File: config.mk
export PLATFORM = sky130hd
export DESIGN_NAME = trace_resource_config_regs
export DESIGN_NICKNAME = d
export VERILOG_FILES = /design/src/design/trace_cfg_pkg.sv /design/src/design/reduced_counter.sv /design/src/design/trace_resource_config_regs.sv
export VERILOG_INCLUDE_DIRS = /design/src /design/src/design
export SDC_FILE = /design/constraint.sdc
export NUM_CORES = 1
export LEC_CHECK = 0
export ABC_AREA = 1
export ABC_CLOCK_PERIOD_IN_PS = 2720
export BUFFER_PORTS_ARGS = -buffer_cell sky130_fd_sc_hd__buf_2
export CORE_MARGIN = 8
export CORE_UTILIZATION = 45
export DETAILED_ROUTE_END_ITERATION = 7
export PLACE_DENSITY_LB_ADDON = 0.15
export SETUP_SLACK_MARGIN = 0.02
export SLEW_MARGIN = 40
export SYNTH_ARGS = -nofsm -noshare
export SYNTH_HDL_FRONTEND = slang
export SYNTH_HIERARCHICAL = 1
export SYNTH_SLANG_ARGS = --single-unit
File: constraint.sdc
create_clock -name core_clk -period 2.72 [get_ports core_clk]
set_input_delay 0.136 -clock core_clk [delete_from_list [all_inputs] [get_ports core_clk]]
set_output_delay 0.136 -clock core_clk [all_outputs]
set_load 0.02 [all_outputs]
File: src/design/trace_cfg_consts.svh
// Offsets, field positions, reset values and fixed codes of the trace configuration registers.
// Assumes inclusion by bare name from the counter, the register bank and the testbench.
`ifndef TRACE_CFG_CONSTS_SVH
`define TRACE_CFG_CONSTS_SVH

// ==========================================================
// Register offsets (byte addresses, one aligned word each)
`define OFS_EXT_SELECT    12'h000
`define OFS_RELOAD_VALUE  12'h004
`define OFS_CAPABILITY    12'h008
`define OFS_COUNT_VALUE   12'h00C
`define OFS_STATUS        12'h010

// ==========================================================
// Field layouts
`define PICK_WIDTH        8
`define RELOAD_WIDTH      16
`define RELOAD_MSB        15
`define STATUS_STABLE_BIT 0
`define STATUS_ENABLE_BIT 1

// ==========================================================
// Reset values
`define RST_PICK          8'h00
`define RST_RELOAD        16'h0000
`define RST_COUNT         16'h0000
`define RST_WORD          32'h0000_0000

// ==========================================================
// Capability word and its fields
`define CAP_WORD          32'h2800_06E1
`define CAP_COMMIT_BIT    29
`define CAP_COMMIT_VAL    1'h1
`define CAP_TS_MSB        28
`define CAP_TS_LSB        24
`define CAP_TS_VAL        5'h08
`define CAP_BF_MSB        19
`define CAP_BF_LSB        18
`define CAP_EXDATA_BIT    17
`define CAP_QSUP_MSB      16
`define CAP_QSUP_LSB      15
`define CAP_Q_ELEMENT_FILTER_BIT     14
`define CAP_COND_MSB      13
`define CAP_COND_LSB      12
`define CAP_EVENT_MSB     11
`define CAP_EVENT_LSB     10
`define CAP_EVENT_VAL     2'h1
`define CAP_RETSTK_BIT    9
`define CAP_CCI_BIT       7
`define CAP_CONDTRC_BIT   6
`define CAP_BB_BIT        5
`define CAP_DATA_MSB      4
`define CAP_DATA_LSB      3
`define CAP_P0_MSB        2
`define CAP_P0_LSB        1

`endif

File: src/design/trace_cfg_pkg.sv
// Types shared by the trace configuration register bank and its counter.
// Assumes the constants header sits beside it in design/.
`default_nettype none

package trace_cfg_pkg;
  typedef logic [7:0]  pick_t;
  typedef logic [15:0] reload_t;
  typedef logic [31:0] word_t;
  typedef logic [11:0] addr_t;
endpackage : trace_cfg_pkg

`default_nettype wire

File: src/design/reduced_counter.sv
// Reduced-function counter that takes its reload value on every reload event.
// Assumes reload and decrement events are one-cycle pulses on core_clk.
`default_nettype none

`include "trace_cfg_consts.svh"

module reduced_counter
  import trace_cfg_pkg::*;
(
  // Clock and reset
  input  wire logic core_clk,
  input  wire logic sys_rst,
  // Events and reload value
  input  wire logic reload_event,
  input  wire logic count_event,
  input  wire reload_t reload_value,
  // Current count
  output reload_t    count_value
);

  // ==========================================================
  // Count update
  // The reload takes priority, so a reload and a decrement in one cycle leave the
  // counter holding the fresh reload value.
  reload_t next_count;
  wire     count_live = (count_value != `RST_COUNT);

  assign next_count = reload_event ? reload_value :
                      (count_event && count_live) ? count_value - 16'h0001 :
                      count_value;

  always_ff @(posedge core_clk or posedge sys_rst) begin
    if (sys_rst) begin
      count_value <= `RST_COUNT;
    end else begin
      count_value <= next_count;
    end
  end

endmodule : reduced_counter

`default_nettype wire

File: src/design/trace_resource_config_regs.sv
// Register bank for the trace unit: external input selector, counter reload
// value, capability word, live count and status.
// Assumes a single-cycle strobe master on core_clk and same-clock status inputs.
//
// Functional notes
// - Selector holds four independent 8-bit input picks.
// - Selector and reload writes ignored while tracing.
// - Reload value sixteen bits, copied on reload.
// - Capability word is read-only and constant.
// - Capability commit mode bit reads one.
// - Timestamp width field reads 0b01000.
// - Branch future, exception data, Q elements absent.
// - Conditional result style field reads zero.
// - Event count field reads 0b01.
// - Return stack support bit reads one.
// - Cycle count, conditional, branch broadcast bits set.
// - Data trace and load/store P0 fields zero.
//
// The placing of the registers and the plain strobed port were left to the implementer.
`default_nettype none

`include "trace_cfg_consts.svh"

module trace_resource_config_regs
  import trace_cfg_pkg::*;
(
  // Clock and reset
  input  wire logic core_clk,
  input  wire logic sys_rst,
  // Register port
  input  wire addr_t  reg_addr,
  input  wire word_t  wr_data,
  input  wire logic   wr_strobe,
  input  wire logic   rd_strobe,
  output word_t       rd_data,
  // Trace unit state
  input  wire logic   trace_enabled,
  input  wire logic   programming_stable_flag,
  // Counter events
  input  wire logic   reload_event,
  input  wire logic   count_event,
  // Resource selection towards the trace logic
  output pick_t       input_pick_0,
  output pick_t       input_pick_1,
  output pick_t       input_pick_2,
  output pick_t       input_pick_3,
  // Counter state
  output reload_t     reload_value,
  output reload_t     count_value
);

  // ==========================================================
  // Address decode
  wire hit_select = (reg_addr == `OFS_EXT_SELECT);
  wire hit_reload = (reg_addr == `OFS_RELOAD_VALUE);
  wire hit_cap    = (reg_addr == `OFS_CAPABILITY);
  wire hit_count  = (reg_addr == `OFS_COUNT_VALUE);
  wire hit_status = (reg_addr == `OFS_STATUS);

  // Writes to the selector and the reload value are dropped while tracing, so a
  // running trace never sees its resources or reload move underneath it.
  wire write_open    = wr_strobe && !trace_enabled;
  wire write_select  = write_open && hit_select;
  wire write_reload  = write_open && hit_reload;

  // ==========================================================
  // External input selector
  pick_t pick [0:3];

  genvar gi;
  generate
    for (gi = 0; gi < 4; gi = gi + 1) begin : g_pick
      always_ff @(posedge core_clk or posedge sys_rst) begin
        if (sys_rst) begin
          pick[gi] <= `RST_PICK;
        end else if (write_select) begin
          pick[gi] <= wr_data[gi*8 +: 8];
        end
      end
    end
  endgenerate

  assign input_pick_0 = pick[0];
  assign input_pick_1 = pick[1];
  assign input_pick_2 = pick[2];
  assign input_pick_3 = pick[3];

  wire word_t select_word = {pick[3], pick[2], pick[1], pick[0]};

  // ==========================================================
  // Counter reload value
  always_ff @(posedge core_clk or posedge sys_rst) begin
    if (sys_rst) begin
      reload_value <= `RST_RELOAD;
    end else if (write_reload) begin
      reload_value <= wr_data[`RELOAD_MSB:0];
    end
  end

  wire word_t reload_word = {16'h0000, reload_value};

  // The counter depends on software having loaded the reload value first.
  reduced_counter u_counter (
    .core_clk     (core_clk),
    .sys_rst      (sys_rst),
    .reload_event (reload_event),
    .count_event  (count_event),
    .reload_value (reload_value),
    .count_value  (count_value)
  );

  // ==========================================================
  // Capability word and status
  // The capability word is a constant with no storage behind it, so no write can
  // ever reach it, reserved bits included.
  wire word_t cap_word    = `CAP_WORD;
  wire word_t count_word  = {16'h0000, count_value};
  // Software only trusts the count while the stable flag reads one.
  wire word_t status_word = {30'h0000_0000, trace_enabled, programming_stable_flag};

  // ==========================================================
  // Read path
  // Unmapped offsets read as zero; data stand only in the cycle after the strobe.
  word_t read_mux;
  assign read_mux = hit_select ? select_word :
                    hit_reload ? reload_word :
                    hit_cap    ? cap_word    :
                    hit_count  ? count_word  :
                    hit_status ? status_word :
                    `RST_WORD;

  always_ff @(posedge core_clk or posedge sys_rst) begin
    if (sys_rst) begin
      rd_data <= `RST_WORD;
    end else begin
      rd_data <= rd_strobe ? read_mux : `RST_WORD;
    end
  end

  generate
    for (gi = 0; gi < 4; gi = gi + 1) begin : g_pick_check

    end
  endgenerate
endmodule : trace_resource_config_regs

`default_nettype wire

Word-level counts from Yosys, hierarchy flattened
Index checks and enable logic that the tools add are counted.
W data, S select, Z words.
- bits in registers: 96
- input port bits: 52
- output and inout bits: 96
- logic and storage cells: 28
- add/subtract/negate cells: 1
- equal/unequal tests: 4
- muxes and demuxes: 8
- reductions and logical operators: 8
- operators with widths (cell ; number):
    $mux W32 ; 2
    $mux W30 ; 2
    $mux W16 ; 3
    $eq A12 B4 Y1 const B ; 2
    $reduce_bool A16 Y1 ; 1
    $sub A16 B1 Y16 const B ; 1
    $eq A12 B3 Y1 const B ; 1
    $eq A12 B5 Y1 const B ; 1
    $logic_not A12 Y1 ; 1
    $logic_and A1 B1 Y1 ; 4
    $mux W2 ; 1
    $reduce_bool A2 Y1 ; 1
    $logic_not A1 Y1 ; 1

Logic depth before layout (Yosys ltp)
Gate-level depths: netlist of the first run.
- depth after elaboration: 7
- mapped depth: 10
- depth with buffers taken out: 10

Hierarchy
The synthesis of the first run kept the hierarchy.
- by module, submodules not included (module ; times used ; cells an instance ; area each (um^2)):
    trace_resource_config_regs ; 1 ; 393 ; 3538.4
    reduced_counter ; 1 ; 183 ; 1229.9

Worst setup path before layout of the first run
No wires, ideal clock.
- kind: reg2reg
- start: reg u_counter.count_value[0]
- end: reg u_counter.count_value[0]
- library setup time: 0.125 ns
- arrival: 1.503 ns
- slack: 1.092 ns
- cell stages (with the launch flop): 11
- clock period less this slack: 1.628 ns
- cells stage by stage: dfrtp_1 -> inv_1 -> ha_1 -> nand3_4 -> nor2_4 -> nand2_2 -> nand2_4 -> nor2_4 -> buf_6 -> nand2_1 -> nand3_1
- word-level cells in the longest chain between the ends: 3
- elaborated cells on any way between the ends: 6
- classes of those cells: add/sub (1); mux (2); reduce/logical (3)
- RTL lines (element ; line ; RTL):
    start, declared ; reduced_counter.sv:18 ; output reload_t count_value
    start signal, assigned ; reduced_counter.sv:34 ; count_value <= `RST_COUNT;
    start signal, assigned ; reduced_counter.sv:36 ; count_value <= next_count;
    $sub A16 B1 Y16 / $reduce_bool A16 Y1 (equally long branches) ; n/a ;
    $mux W16 / $logic_and A1 B1 Y1 (equally long branches) ; reduced_counter.sv:29 ; (count_event && count_live) ? count_value - 16'h0001 :
    $mux W16 / $reduce_bool A2 Y1 (equally long branches) ; n/a ;
Several ways; a longest one is shown, not always the timed one. The select of a mux whose other input is x is not followed.
A chain may end at the register's enable or synchronous reset.

Final worst setup path of the first run
- start: reg u_counter.count_value[0]
- end: reg u_counter.count_value[12]
Same word-level chain as after synthesis.

==> impl_metrics.csv, run 1 <==
group,metric,value,unit
status,status,"completed",
yosys,avgSynthCellArea,8.28,um2
timing,finClkSkew,0.00556,ns
timing,rsz0062_at_grt,"no",
routing,drt_iter0_markers,254,
routing,first_pass_iters,5,
worst_setup_path,critPathKind,"reg2reg",
timing,fmax,0.565,GHz
timing,relSlewSlack,57.1,%
pwr,swShare,38.4,%
global_route,grt_pass1_vias,4586,
worst_setup_path,cp.required,3.02,ns
yosys,synth_top_area_share,50.4,%
yosys,yosysSeqAreaShare,50.4,%
worst_setup_path,setup.worst_path.end_class,"flop",
yosys,yosysTopAreaCell,"dfrtp_1",
global_route,grt_max_degree,81,
placement,place_inst,844,
pwr,p_seq_share,40.4,%
global_route,antenna_found_initial,1,
timing,finalCriticalPeriod,1.77,ns
layout,syn_to_final_growth,25.7,%
worst_setup_path,crit_family,"simple AND/OR/NAND/NOR gates",
timing,maxSlewViolCount,0,
yosys,synth_enable_flop_cells,0,
pwr,p_sw,1.64,mW
yosys,ys_ff_latch,96,
timing,tns,0,ns
die,rows,37,
yosys,netlist_top_cells_count,"nand2_1, dfrtp_1, inv_1, nand3_1, nor2_1",
pwr,combPwrFrac,34.3,%
placement,place_hpwl,10.2,mm
yosys,syn_nets,629,
die,pin_count,148,
worst_setup_path,crit_buf_inv,1,
routing,num_vias,4391,
yosys,yosysUniqueCellTypes,32,
clocking,cts_buffer_depth,2,
die,start_util,46.2,%
die,dieWidth,119,um
clocking,ctsHtreeMaxLevel,3,
yosys,yosys_warnings,6,
yosys,yosysMostFrequentCell,"nand2_1",
routing,post_drt_wl_per_cell,15.7,um
clocking,worstSkewPairLatency,0.35,ns
yosys,async_flop_share,100,%
worst_setup_path,cp_slowest_cell,"dfrtp_1",
global_route,grt_pass1_wl,22.6,mm
global_route,grtUsageTotal,19.6,%
yosys,synth_area,4770,um2
routing,drcViolationCount,0,
die,core-area,10300,um2
layout,stdcell_count,877,
clocking,clock-sinks,96,
pwr,leakage,3.42,nW
worst_setup_path,cp_max_fo,14,
layout,nets,790,
pwr,power,4.27,mW
worst_setup_path,critPathMostFrequentCell,"nor2_4",
pwr,power.density,713,nW/um2
placement,gp_congestion,0.843,
pwr,clkPwrFrac,25.3,%
routing,via_per_inst,5.01,
clocking,root_buffer,"clkbuf_8",
clocking,cts_resized,0,
yosys,synthCells,576,
timing,min_period_over_period,65.1,%
global_route,grt_overflow_total,0,
clocking,cts_tree,"built",
timing,setup_violations,0,
die,die_height,119,um
min_path,hp-class,"in2reg",
die,die_area,14100,um2
worst_setup_path,path_cells,"inv_1, ha_1, nand3_4, nor2_4, nand2_2, nand2_4, nor2_4, nand2_1, nand3_1",
clocking,cts_buffers,9,
worst_setup_path,start_kind,"flop",
flow_run,max-cap-violations,0,
layout,drive_gt1_share,30.9,%
placement,port-buffer-count,147,
worst_setup_path,cp.arrival,2.07,ns
pwr,p_int,2.63,mW
clocking,clkTransAtPathRegs,0.09,ns
yosys,synth_top_flop_cell,"dfrtp_1",
timing,worst_pin_slew,0.642,ns
timing,final-hold-violation-count,0,
routing,wl,13.7,mm
routing,ant_nets,0,
yosys,synth_area_leaders,"dfrtp_1, nand2_1, nand3_1, inv_1, nor2_1",
pwr,irDropWorstVdd,0.455,mV
worst_setup_path,slowest_delay,0.40,ns
==> layout by cell type, fill, tap and decap left out, drive strengths merged <==
cell / n
dfrtp: 96
xor2: 3
inv: 78
a21oi: 3
buf: 150
or2: 2
nand4: 3
nor2: 64
ha: 1
diode: 1
nand3: 79
nor3: 3
o21ai: 46
bufinv: 3
dlygate4sd3: 18
clkbuf: 10
xnor2: 2
nand3b: 1
clkinv: 5
nand2: 161
o21a: 12
==> through the flow <==
step	util (%)	cell area, um2	hold slack [ns]	setup WS, ns
final	58.1	6000	0.0114	0.950
after global routing	58.1	5990	0.00652	0.795
after CTS	58.1	5990	0.00159	0.959
after detailed placement	54.2	5590	0.269	0.730
after global placement	54.2	5590	0.265	0.797
after floorplan	-	4770	0.0497	0.532
==> sequential cells by signal, summed over array words and instances (netlist names) <==
name / cells
rd_data: 32
reload_value: 16
u_counter/count_value: 16
input_pick_0: 8
input_pick_1: 8
input_pick_2: 8
input_pick_3: 8
==> routing by layer <==
layer	vias up	routed length [um]	global-route usage (%)
li1	2126	-	-
met5	-	8	0
met2	164	6480	31.2
met1	2070	5700	23.5
met4	2	256	7.67
met3	29	1280	7.89
==> logic make-up after synthesis <==
logic type / count (synthesis) / synth area share, %
XOR/XNOR: 5 / 0.919
AO/OA/AOI/OAI: 61 / 8.37
flip-flops: 96 / 50.4
buffers and inverters: 100 / 9.24
adder cells (fa/ha/maj): 1 / 0.262
AND/OR/NAND/NOR: 313 / 30.8
==> power by group through the flow <==
| stage | Combinational [mW] | Clock, mW | Sequential, mW |
|---|---|---|---|
| 4_1_cts | 1.46 | 1.11 | 1.72 |
| 2_1_floorplan | 0.987 | 0 | 1.82 |
| 6_report | 1.47 | 1.08 | 1.73 |
| 3_5_place_dp | 1.43 | 0 | 1.75 |
| 3_3_place_gp | 1.40 | 0 | 1.75 |
| 5_1_grt | 1.63 | 1.17 | 1.75 |
==> final timing paths <==
path | startpoint | endpoint | slack [ns] | cells past startpoint
min reg2reg | input_pick_2[5]$_DFFE_PP0P_ | rd_data[21]$_DFF_PP0_ | 0.52 | 2
max in group asynchronous | sys_rst | u_counter/count_value[1]$_DFFE_PP0P_ | 1.89 | 3
max | u_counter/count_value[0]$_DFFE_PP0P_ | u_counter/count_value[12]$_DFFE_PP0P_ | 0.95 | 9
max reg2reg | u_counter/count_value[0]$_DFFE_PP0P_ | u_counter/count_value[12]$_DFFE_PP0P_ | 0.95 | 9
min in group asynchronous | sys_rst | rd_data[8]$_DFF_PP0_ | 0.38 | 4
min | wr_data[5] | input_pick_0[5]$_DFFE_PP0P_ | 0.01 | 3
==> final cells by class <==
cell class                 count  area (um2)
fill                         946        4330
sequential                    96        2400
multi-input combinational    380        1930
timing repair buffer         168         963
inverter                      82         309
tap                          136         170
clock buffer                  10         128
clock inverter                 4        95.1
antenna                        1        2.50
==> timing repair <==
action,4_1_cts,5_1_grt
endpoints found under the hold margin,113,0
buffers inserted,0,0
hold buffers,18,0
==> worst reg2reg max path, cell delays in order, from the launching register on <==
cell and delay (ns):
dfrtp_1 0.40, inv_1 0.11, ha_1 0.27, nand3_4 0.16, nor2_4 0.06, nand2_2 0.08, nand2_4 0.13, nor2_4 0.31
nand2_1 0.11, nand3_1 0.08
Power figures use the tool's default switching activity.
==> run 2, diff against run 1 <==
--- a/config.mk
+++ b/config.mk
@@ -7,7 +7,7 @@
 export NUM_CORES = 1
 export LEC_CHECK = 0
 export ABC_AREA = 1
-export ABC_CLOCK_PERIOD_IN_PS = 2720
+export ABC_CLOCK_PERIOD_IN_PS = 1800
 export BUFFER_PORTS_ARGS = -buffer_cell sky130_fd_sc_hd__buf_2
 export CORE_MARGIN = 8
 export CORE_UTILIZATION = 45
==> constraint.sdc (replaced) <==
create_clock -name core_clk -period 1.8 [get_ports core_clk]
set_input_delay 0.09 -clock core_clk [delete_from_list [all_inputs] [get_ports core_clk]]
set_output_delay 0.09 -clock core_clk [all_outputs]
set_load 0.02 [all_outputs]
==> run 2 against run 1 <==
  * Via count increased by 1.4%
  * Utilization up 2.2 points
  * Critical path depth grew 1
  * Maximum frequency is 7.6% higher
  * Global-route usage increased by 0.85 points
  * Sequential share of layout area shrank 1.5 points
  * Count of clock-buffer cells in the layout grew 1
  * Cell area up 3.8%
  * Power increased by 50%
  * Sequential power grew 50%
  * Hold slack better by 0.066 ns
  * Clock skew grew 0.0030 ns
  * Largest cell class unchanged
==> impl_metrics.csv, run 2 (same netlist as run 1, synthesis figures left out) <==
group,metric,value,unit
status,status,"completed",
global_route,antenna_found_initial,0,
global_route,grt_max_degree,65,
worst_setup_path,crit_family,"simple AND/OR/NAND/NOR gates",
routing,drt_iter0_markers,252,
global_route,grt_pass1_vias,4670,
placement,gp_congestion,0.881,
layout,largest-register,"rd_data",
routing,drcViolationCount,0,
timing,maxSlewViolCount,0,
layout,fin_util,60.3,%
clocking,clock-sinks,96,
pwr,power,6.41,mW
worst_setup_path,setup.worst_path.end_class,"flop",
routing,num_vias,4451,
layout,largest_reg_flops,32,
layout,nets,814,
clocking,worstSkewPairLatency,0.36,ns
timing,finClkSkew,0.00853,ns
pwr,power.density,1030,nW/um2
layout,drive_gt1_share,31.7,%
routing,first_pass_iters,4,
placement,port-buffer-count,147,
worst_setup_path,r2r_slack,0.16,ns
clocking,ctsHtreeMaxLevel,3,
layout,syn_to_final_growth,30.5,%
timing,tns,0,ns
routing,post_drt_wl_per_cell,15.6,um
worst_setup_path,setup.worst_path.start,"u_counter/count_value[0]$_DFFE_PP0P_",
global_route,grt_pass1_wl,23.7,mm
clocking,cts_buffers,9,
die,dieWidth,119,um
worst_setup_path,cp.depth,10,
worst_setup_path,crit_buf_inv,2,
layout,final_cell_mix,"buf_2, nand2_1, dfrtp_1, nand3_1, inv_1",
clocking,clkTransAtPathRegs,0.09,ns
worst_setup_path,start_kind,"flop",
min_path,hold_path_startpoint,"rd_strobe",
timing,setup_violations,0,
timing,worst_pin_slew,0.664,ns
layout,reg_top3,"rd_data x32, reload_value x16, u_counter/count_value x16",
placement,place_area,5650,um2
die,pin_count,148,
clocking,cts_buffer_depth,2,
worst_setup_path,slowest_delay,0.42,ns
worst_setup_path,path_cells,"inv_2, ha_4, nand3_4, nor2_4, nand2_2, nand2_8, nor2_4, buf_12, nand2_1, nand3_1",
clocking,cts_tree,"built",
die,start_util,46.2,%
die,die_area,14100,um2
timing,min_period_over_period,91.4,%
layout,final_cell_area,6220,um2
timing,final-hold-violation-count,0,
worst_setup_path,critPathMostFrequentCell,"nor2_4",
worst_setup_path,crit_path_end,"u_counter/count_value[0]$_DFFE_PP0P_",
die,die_height,119,um
timing,rsz0062_at_grt,"no",
pwr,irDropWorstVdd,0.727,mV
layout,antenna_cells,0,
timing,relSlewSlack,55.7,%
worst_setup_path,critPathKind,"reg2reg",
worst_setup_path,cp.arrival,1.88,ns
timing,finalCriticalPeriod,1.64,ns
worst_setup_path,cp.required,2.04,ns
layout,layout_commonest_cell,"buf_2",
placement,place_hpwl,10.5,mm
min_path,hp-class,"in2reg",
routing,via_per_inst,4.93,
worst_setup_path,cp_max_fo,14,
timing,hold_ws,0.0776,ns
routing,wl,14.1,mm
worst_setup_path,cp_slowest_cell,"dfrtp_1",
worst_setup_path,reg2reg_depth,10,
timing,fmax,0.608,GHz
clocking,root_buffer,"clkbuf_8",
die,core-area,10300,um2
die,rows,37,
worst_setup_path,rr_startpoint,"u_counter/count_value[0]$_DFFE_PP0P_",
routing,ant_nets,0,
flow_run,max-cap-violations,0,
global_route,grtUsageTotal,20.5,%
worst_setup_path,timing.rr.end,"u_counter/count_value[0]$_DFFE_PP0P_",
pwr,leakage,3.52,nW
global_route,grt_overflow_total,0,
==> run 2: where the power goes <==
group	leakage (nW)	switching (mW)	internal, mW
clock	0.0993	0.744	0.679
combinational	2.19	1.53	0.859
sequential	1.23	0.289	2.31
==> run 2: per-layer routing <==
metal / wire length [um] / up-vias / global-route usage [%]
met2: 6680 / 142 / 33.1
met1: 5970 / 2124 / 24.9
met3: 1240 / 13 / 7.18
met5: 0 / - / 0
li1: - / 2172 / -
met4: 172 / 0 / 7.19
==> run 2: worst min-delay path by stage <==
stage                                            to  slack [ns]  cells past startpoint
2_1_floorplan  u_counter/count_value[0]$_DFFE_PP0P_       0.004                      1
3_3_place_gp                   rd_data[7]$_DFF_PP0_        0.17                      2
3_5_place_dp                   rd_data[6]$_DFF_PP0_        0.18                      2
4_1_cts                       rd_data[15]$_DFF_PP0_        0.06                      3
5_1_grt                       rd_data[11]$_DFF_PP0_        0.09                      3
6_report                      rd_data[15]$_DFF_PP0_        0.08                      3
==> run 2: area by class of cell <==
| class | instances | area [um2] |
|---|---|---|
| fill | 921 | 4100 |
| sequential | 96 | 2400 |
| multi-input combinational | 380 | 1950 |
| timing repair buffer | 192 | 1190 |
| inverter | 82 | 312 |
| tap | 136 | 170 |
| clock buffer | 11 | 141 |
| clock inverter | 5 | 56.3 |
==> run 2: tightest hold or removal path, delay by kind of cell <==
family                 cells  cell delay [ns]
AND/OR/NAND/NOR            1             0.10
buffers and inverters      2             0.22
==> run 2: metrics by stage <==
stage,cells,worst slack (ns)
after global placement,852,0.199
after CTS,901,0.0891
after floorplan,576,0.172
after detailed placement,852,0.114
after global routing,902,0.00321
final,902,0.155
==> run 2: timing repair <==
item                                    in CTS  in global routing
endpoints found under the setup margin       0                 16
setup buffers                                0                  1
hold buffers                                33                  0
gates resized for setup                      0                  6
hold endpoints to repair                    71                  0
